===== src/rtl/ptc_pkg.sv =====
// ****************************************************************
// Clock configuration constants and types
// ****************************************************************
package ptc_pkg;

    // Register offset and reset value
    localparam logic [7:0] CLOCK_PRESCALE_CONFIG_OFFSET = 8'h00_A4;
    localparam logic [7:0] CLOCK_PRESCALE_CONFIG_RESET  = 8'h00_00;

    // Field positions
    localparam int PLL_ON_POS             = 7;
    localparam int PLL_DIVIDE_SEL_LSB     = 5;
    localparam int TIMER_SRC_SEL_POS      = 4;
    localparam int FAST_CORE_CLK_SEL_POS  = 3;
    localparam int TIMER_PRESCALE_SEL_LSB = 0;

    // Unmapped read answer
    localparam logic [7:0] UNMAPPED_READ_VALUE = 8'h00_00;

    // PLL divider encodings
    typedef enum logic [1:0] {
        PTC_DIV8 = 2'h0,
        PTC_DIV4 = 2'h1,
        PTC_DIV2 = 2'h2,
        PTC_DIV1 = 2'h3
    } ptc_pll_div_type;

    // Register fields
    typedef struct packed {
        logic            pll_on;
        ptc_pll_div_type pll_divide_sel;
        logic            timer_src_sel;
        logic            fast_core_clk_sel;
        logic [2:0]      timer_prescale_sel;
    } ptc_config_type;

    // Settings applied to the active clock path
    typedef struct packed {
        ptc_pll_div_type pll_divide_sel;
        logic [2:0]      timer_prescale_sel;
    } ptc_active_type;

endpackage : ptc_pkg


===== src/rtl/ptc_clock_config.sv =====
// The plain strobed port is this design's own decision.
`timescale 1ns/1ns
// ****************************************************************
// PWM timer clock configuration
// ****************************************************************
// Overview of operation
// - Reset clears configuration register to zero
// - Timer source frozen during run mode
// - PLL enable writes ignored in run
// - Divider field selects 8/4/2/1 division
// - Divider change waits for counter overflow in run mode
// - Reads return last written divider and prescaler values
// - Source bit picks instruction clock or PLL
// - Source set needs PLL, frozen in run
// - Core select picks osc/2 or PLL/8
// - Core select forced zero without PLL
// - Core select changes anytime with PLL
// - Prescaler divides timer clock by sel+1
// - Prescaler change waits for counter overflow in run mode
// - Run mode: PWM started or capture mode
module ptc_clock_config (
    input  wire logic       ref_clk,            // 10 MHz system clock
    input  wire logic       rst_n,              // Asynchronous reset
    input  wire logic [7:0] addr,               // Register address
    input  wire logic [7:0] wdata,              // Write data
    input  wire logic       wr_en,              // Write strobe
    input  wire logic       rd_en,              // Read strobe
    output logic      [7:0] rdata,              // Read data, next cycle
    input  wire logic       capture_mode,       // Timer in capture mode
    input  wire logic       pwm_counter_run,    // PWM counter started
    input  wire logic       pwm_counter_ovf,    // Counter overflow pulse
    input  wire logic       pll_out_tick,       // PLL base clock pulse
    input  wire logic       osc_tick,           // Oscillator clock pulse
    output logic            pll_on,             // PLL enable
    output logic      [1:0] pll_divide_sel,     // Active PLL divider
    output logic            timer_src_sel,      // Timer source select
    output logic            fast_core_clk_sel,  // Core clock select
    output logic      [2:0] timer_prescale_sel, // Active prescaler
    output logic            timer_clk,          // Timer clock pulse
    output logic            core_instr_clk,     // Core clock pulse
    output logic            pwm_counter_tick    // Counter step pulse
);

    // ************************************************************
    // Declarations
    // ************************************************************
    ptc_pkg::ptc_config_type cfg;          // Software-visible register
    ptc_pkg::ptc_active_type active;       // Settings in the clock path
    ptc_pkg::ptc_config_type next_cfg;     // Register after a write
    logic                    run_mode;     // Timer considered running
    logic                    run_mode_q;   // Run mode one cycle ago
    logic                    cfg_hit;      // Address decode
    logic [3:0]              pll_cnt;      // PLL divide counter
    logic                    pll_div_tick; // Divided PLL pulse
    logic [2:0]              pll8_cnt;     // Fixed divide-by-8 counter
    logic                    pll8_tick;    // PLL divide-by-8 pulse
    logic                    osc_half;     // Oscillator divide-by-2
    logic                    osc2_tick;    // Oscillator/2 pulse
    logic [7:0]              cfg_bits;     // Register as raw bits

    // ************************************************************
    // Helper functions
    // ************************************************************
    // Division ratio minus one for a divider code
    function automatic logic [3:0] pll_div_limit(input ptc_pkg::ptc_pll_div_type sel);
        case (sel)
            ptc_pkg::PTC_DIV8: pll_div_limit = 4'h7;
            ptc_pkg::PTC_DIV4: pll_div_limit = 4'h3;
            ptc_pkg::PTC_DIV2: pll_div_limit = 4'h1;
            default:           pll_div_limit = 4'h0;
        endcase
    endfunction : pll_div_limit

    // ************************************************************
    // Run mode and decode
    // ************************************************************
    assign run_mode = capture_mode || pwm_counter_run;
    assign cfg_hit  = (addr == ptc_pkg::CLOCK_PRESCALE_CONFIG_OFFSET);
    assign cfg_bits = cfg;

    // ************************************************************
    // Write filtering
    // ************************************************************
    always_comb begin
        next_cfg = cfg;
        // Divider and prescaler always stored as written
        next_cfg.pll_divide_sel     =
            ptc_pkg::ptc_pll_div_type'(wdata[ptc_pkg::PLL_DIVIDE_SEL_LSB +: 2]);
        next_cfg.timer_prescale_sel = wdata[ptc_pkg::TIMER_PRESCALE_SEL_LSB +: 3];
        // PLL enable only outside run mode
        if (!run_mode) begin
            next_cfg.pll_on = wdata[ptc_pkg::PLL_ON_POS];
        end
        // Timer source: not in run, set needs PLL on
        if (!run_mode) begin
            if (!wdata[ptc_pkg::TIMER_SRC_SEL_POS] || next_cfg.pll_on) begin
                next_cfg.timer_src_sel = wdata[ptc_pkg::TIMER_SRC_SEL_POS];
            end
        end
        // Core select free while PLL on, else forced low
        if (next_cfg.pll_on) begin
            next_cfg.fast_core_clk_sel = wdata[ptc_pkg::FAST_CORE_CLK_SEL_POS];
        end else begin
            next_cfg.fast_core_clk_sel = 1'b0;
        end
    end

    // ************************************************************
    // Configuration register
    // ************************************************************
    always_ff @(posedge ref_clk or negedge rst_n) begin
        if (!rst_n) begin
            cfg <= ptc_pkg::ptc_config_type'(ptc_pkg::CLOCK_PRESCALE_CONFIG_RESET);
        end else if (wr_en && cfg_hit) begin
            cfg <= next_cfg;
        end
    end

    // ************************************************************
    // Run-mode tracking for prescaler restart
    // ************************************************************
    always_ff @(posedge ref_clk or negedge rst_n) begin
        if (!rst_n) begin
            run_mode_q <= 1'b0;
        end else begin
            run_mode_q <= run_mode;
        end
    end

    // ************************************************************
    // Active divider and prescaler (shadow load)
    // ************************************************************
    always_ff @(posedge ref_clk or negedge rst_n) begin
        if (!rst_n) begin
            active <= ptc_pkg::ptc_active_type'(5'h0_0);
        end else if (!run_mode || pwm_counter_ovf) begin
            // Outside run follow the register; in run load at overflow
            active.pll_divide_sel     <= cfg.pll_divide_sel;
            active.timer_prescale_sel <= cfg.timer_prescale_sel;
        end
    end

    // ************************************************************
    // Read port
    // ************************************************************
    always_ff @(posedge ref_clk or negedge rst_n) begin
        if (!rst_n) begin
            rdata <= 8'h00_00;
        end else if (rd_en && cfg_hit) begin
            rdata <= cfg_bits;
        end else begin
            rdata <= ptc_pkg::UNMAPPED_READ_VALUE;
        end
    end

    // ************************************************************
    // PLL output divider
    // ************************************************************
    always_ff @(posedge ref_clk or negedge rst_n) begin
        if (!rst_n) begin
            pll_cnt <= 4'h0;
        end else if (!cfg.pll_on) begin
            pll_cnt <= 4'h0;
        end else if (pll_out_tick) begin
            if (pll_cnt >= pll_div_limit(active.pll_divide_sel)) begin
                pll_cnt <= 4'h0;
            end else begin
                pll_cnt <= pll_cnt + 4'h1;
            end
        end
    end
    // Divided PLL pulse
    assign pll_div_tick = cfg.pll_on && pll_out_tick
                          && (pll_cnt >= pll_div_limit(active.pll_divide_sel));

    // ************************************************************
    // Fixed PLL divide-by-8 for the core clock
    // ************************************************************
    always_ff @(posedge ref_clk or negedge rst_n) begin
        if (!rst_n) begin
            pll8_cnt <= 3'h0;
        end else if (!cfg.pll_on) begin
            pll8_cnt <= 3'h0;
        end else if (pll_out_tick) begin
            pll8_cnt <= pll8_cnt + 3'h1;
        end
    end
    assign pll8_tick = cfg.pll_on && pll_out_tick && (pll8_cnt == 3'h7);

    // ************************************************************
    // Oscillator divide-by-2
    // ************************************************************
    always_ff @(posedge ref_clk or negedge rst_n) begin
        if (!rst_n) begin
            osc_half <= 1'b0;
        end else if (osc_tick) begin
            osc_half <= !osc_half;
        end
    end
    assign osc2_tick = osc_tick && osc_half;

    // ************************************************************
    // Clock source selection
    // ************************************************************
    // Core clock: osc/2 or PLL/8
    assign core_instr_clk = cfg.fast_core_clk_sel ? pll8_tick : osc2_tick;
    // Timer clock: instruction clock or divided PLL
    assign timer_clk      = cfg.timer_src_sel ? pll_div_tick : core_instr_clk;

    // ************************************************************
    // Prescaler
    // ************************************************************
    ptc_prescaler u_prescaler (
        .ref_clk    (ref_clk),
        .rst_n      (rst_n),
        .src_tick   (timer_clk),
        .restart    (run_mode && !run_mode_q),
        .div_sel    (active.timer_prescale_sel),
        .count_tick (pwm_counter_tick)
    );

    // ************************************************************
    // Status outputs
    // ************************************************************
    assign pll_on             = cfg.pll_on;
    assign pll_divide_sel     = active.pll_divide_sel;
    assign timer_src_sel      = cfg.timer_src_sel;
    assign fast_core_clk_sel  = cfg.fast_core_clk_sel;
    assign timer_prescale_sel = active.timer_prescale_sel;

endmodule : ptc_clock_config


===== src/rtl/ptc_prescaler.sv =====
`timescale 1ns/1ns
// ****************************************************************
// Timer clock prescaler: one tick every (sel + 1) source pulses
// ****************************************************************
module ptc_prescaler (
    input  wire logic       ref_clk,      // System clock
    input  wire logic       rst_n,        // Asynchronous reset
    input  wire logic       src_tick,     // Timer clock source pulse
    input  wire logic       restart,      // Realign divider
    input  wire logic [2:0] div_sel,      // Division minus one
    output logic            count_tick    // Counter increment pulse
);

    logic [2:0] div_count;                // Source pulses seen

    // ************************************************************
    // Divide counter
    // ************************************************************
    always_ff @(posedge ref_clk or negedge rst_n) begin
        if (!rst_n) begin
            div_count <= 3'h0;
        end else if (restart) begin
            div_count <= 3'h0;
        end else if (src_tick) begin
            // Wrap after div_sel + 1 pulses
            if (div_count >= div_sel) begin
                div_count <= 3'h0;
            end else begin
                div_count <= div_count + 3'h1;
            end
        end
    end

    // Tick on the last pulse of each group
    assign count_tick = src_tick && !restart && (div_count >= div_sel);

endmodule : ptc_prescaler


===== config.mk =====
export PLATFORM = sky130hd
export DESIGN_NAME = ptc_clock_config
export DESIGN_NICKNAME = d
export VERILOG_FILES = /design/src/rtl/ptc_pkg.sv /design/src/rtl/ptc_clock_config.sv /design/src/rtl/ptc_prescaler.sv
export SDC_FILE = /design/constraint.sdc
export NUM_CORES = 1
export LEC_CHECK = 0
export ABC_AREA = 1
export BUFFER_PORTS_ARGS = -buffer_cell sky130_fd_sc_hd__buf_2
export CAP_MARGIN = 0
export CORE_UTILIZATION = 54
export CTS_BUF_LIST = sky130_fd_sc_hd__clkbuf_8
export CTS_CLUSTER_SIZE = 16
export DETAILED_ROUTE_END_ITERATION = 6
export PLACE_DENSITY = 0.82
export REMOVE_ABC_BUFFERS = 1
export SYNTH_ARGS = -nofsm -noshare
export SYNTH_HDL_FRONTEND = slang
export SYNTH_SLANG_ARGS = --single-unit

===== constraint.sdc =====
create_clock -name ref_clk -period 1.9 [get_ports ref_clk]
set_input_delay 0.095 -clock ref_clk [delete_from_list [all_inputs] [get_ports ref_clk]]
set_output_delay 0.095 -clock ref_clk [all_outputs]
set_load 0.05 [all_outputs]

==> impl_metrics.json <==
{
  "synth-adder-area-share_pct": 7.680,
  "finalHoldViolCount": 0,
  "viasPerCell": 5.148,
  "synthFlopType": "dfrtp_1",
  "startpoint_type": "flip-flop",
  "row_count": 19,
  "rsz0062_at_grt": "yes",
  "drv_slew": 0,
  "vias": 1395,
  "dieArea_mm2": 0.003240,
  "synth_xor_area_share_pct": 1.613,
  "ir_worst_vdd_mv": 0.6126,
  "syn_inst": 180,
  "grt.overflow.total": 0,
  "die_y_um": 56.93,
  "cts_tree": "yes",
  "violations": "DRC, setup timing",
  "synthMuxAreaShare_pct": 0,
  "ioPinCount": 44,
  "synth_top_family_by_area": "simple AND/OR/NAND/NOR gates",
  "hpwlAfterDp_um": 2504,
  "p_sw_mw": 0.5378,
  "arrival_ns": 1.86,
  "status": "finished with violations",
  "combPwrFrac_pct": 24.8,
  "p_int_mw": 1.195,
  "leakagePower_nw": 1.167,
  "wl_per_cell_um": 12.82,
  "area_delta_synth_final_pct": 27.80,
  "design_area_mm2": 0.002082,
  "hold_class": "primary input to flip-flop",
  "final_common_cell": "buf_2",
  "nNetsFinal": 274,
  "max_clock_freq_ghz": 0.5106,
  "clkPwrFrac_pct": 27.9,
  "antenna_found_initial": 0,
  "endpoint_kind": "output port",
  "initial_core_util_pct": 58.07,
  "multiInputGateArea_um2": 706.9,
  "nFillCells": 216,
  "clock_latency_ns": 0.28,
  "cp_max_fo": 2,
  "synth_warnings": 0,
  "fin_crit_ns": 1.959,
  "synthSimpleGateAreaFrac_pct": 22.27,
  "post-place-ws_ns": 0.1175,
  "power.density_mw_per_mm2": 832.1,
  "detail-route-antenna-nets": 0,
  "async_flop_share_pct": 100.0,
  "io_buffer_count": 43,
  "grt_pass1_vias": 1421,
  "pwr-share-seq_pct": 47.3,
  "worst_pin_slew_ns": 0.6893,
  "synth-edff-count": 0,
  "ys_types": 26,
  "swShare_pct": 31.04,
  "drive_above_1_share_pct": 36.67,
  "grt_usage_pct": 24.91,
  "maxCapViolations": 0,
  "htree_num_levels": 2,
  "required_ns": 1.80,
  "grt_max_degree": 34,
  "grt_pass1_wl_um": 6085,
  "drtIter0Drc": 69,
  "die_w_um": 56.93,
  "finalWeightedCongestion": 0.8118,
  "maxSlewHeadroom_pct": 54.05,
  "cts_made_buffers": 5,
  "cts_max_path_buffers": 2,
  "root_buffer": "clkbuf_8",
  "syn_area_mm2": 0.001629,
  "path_clk_slew_ns": 0.06,
  "setup_slack_ns": -0.05853,
  "yosys_register_bits": 33,
  "finClkSkew_ns": 0.002869,
  "cts.sinks": 33,
  "remaining_drc_errors": 2,
  "antenna_cells": 0,
  "ys_seq_area_share_pct": 50.69,
  "layout_common_cells": "buf_2, nand2_1, dfrtp_1",
  "drt_first_pass_iters": 6,
  "syn_avg_cell_area_um2": 9.050,
  "seqCellArea_um2": 825.8,
  "drt_wl_total_um": 3473,
  "dpl-instance-area_mm2": 0.001872,
  "finalCoreUtilization_pct": 74.22,
  "path_class": "flip-flop to output port",
  "core_area_mm2": 0.002805,
  "setup_viol": 1,
  "holdWs_ns": 0.01831,
  "synth_compound_area_share_pct": 9.370,
  "fin_crit_sh_pct": 103.1
}
==> cell families (layout without fill, tap and decap cells) <==
group                      Yosys count  after routing
adders and majority gates           10             10
DFF                                 33             33
and+or+nand+nor                     79             79
AOI/OAI and AO/OA                   23             23
xor gates and xnor gates             3              3
buffers and inverters               32             92
==> cell type report <==
class                      instances  share of cell area [%]
clock buffer                       5                   3.305
clock inverter                     3                  0.6611
inverter                          29                   5.288
multi-input combinational        115                   33.95
sequential                        33                   39.66
tap                               31                   1.863
timing repair buffer              55                   15.26
==> synth_stat cells (all sizes together) (2+ instances only) <==
| cell | number | area share, % |
|---|---|---|
| xnor2 | 2 | 1.1 |
| nor3 | 3 | 1.2 |
| nor2 | 17 | 4.2 |
| nand2 | 42 | 10 |
| buf | 2 | 1.4 |
| o21ai | 19 | 7.5 |
| a21oi | 2 | 0.84 |
| nand4 | 6 | 2.3 |
| dfrtp | 33 | 51 |
| inv | 28 | 6.5 |
| ha | 10 | 7.7 |
| a22o | 2 | 1.1 |
| nand3 | 9 | 3.4 |
==> stage by stage <==
step	power (mW)	setup TNS [ns]	std cells
finish	1.732	-0.05853	271
global route	1.850	-0.2916	271
CTS	1.735	-0.03702	271
detailed placement	1.204	0	253
global placement	1.188	0	253
floorplan	1.087	-0.6050	177
==> per-layer routing <==
metal  vias up  wire [um]  track usage [%]
li1        691          -                -
met1       659       1504            31.29
met2        39       1750            42.02
met3         6        173            6.682
met4         0         44            8.014
met5         -          0                0
==> power groups by stage <==
stage          registers, mW  logic, mW  clock network [mW]
5_1_grt                0.825      0.493               0.532
3_5_place_dp           0.830      0.373                   0
2_1_floorplan          0.862      0.225                   0
4_1_cts                0.816      0.422               0.497
3_3_place_gp           0.825      0.363                   0
6_report               0.819      0.430               0.484
==> state kept, by name, indices dropped and copies added (netlist names), 2 cells and up <==
signal	flops
pll_cnt	4
pll8_cnt	3
u_prescaler.div_count	3
cfg	5
rdata	8
pll_divide_sel	2
timer_prescale_sel	3
==> timing repair <==
action	4_1_cts	5_1_grt
endpoints found under the hold margin	33	0
resized for setup	8	6
buffers inserted	9	0
pin swaps	2	2
setup endpoints to repair	2	3
hold buffers	1	0
==> worst max-delay path, cell delays in order (launching register included) <==
cell and delay [ns]:
dfrtp_1 0.40, inv_2 0.08, nand2_2 0.06, ha_4 0.27, inv_2 0.04, nor2_2 0.11
nand2_2 0.08, nand3_2 0.08, nand2_2 0.07, nand2_2 0.06, nand2_1 0.04, nor2_1 0.11
buf_6 0.17
==> final timing paths <==
check | start | to | slack (ns) | cells after the start
min | osc_tick | osc_half$_DFFE_PN0P_ | 0.02 | 2
min reg2reg | osc_half$_DFFE_PN0P_ | osc_half$_DFFE_PN0P_ | 0.48 | 1
max in group asynchronous | rst_n | timer_prescale_sel[2]$_DFFE_PN0P_ | 1.07 | 2
min in group asynchronous | rst_n | rdata[7]$_DFF_PN0_ | 0.39 | 2
max reg2reg | pll_divide_sel[1]$_DFFE_PN0P_ | pll_cnt[1]$_DFFE_PN0P_ | 0.02 | 11
max | pll_divide_sel[1]$_DFFE_PN0P_ | pwm_counter_tick | -0.06 | 12
Power figures use the tool's default switching activity.
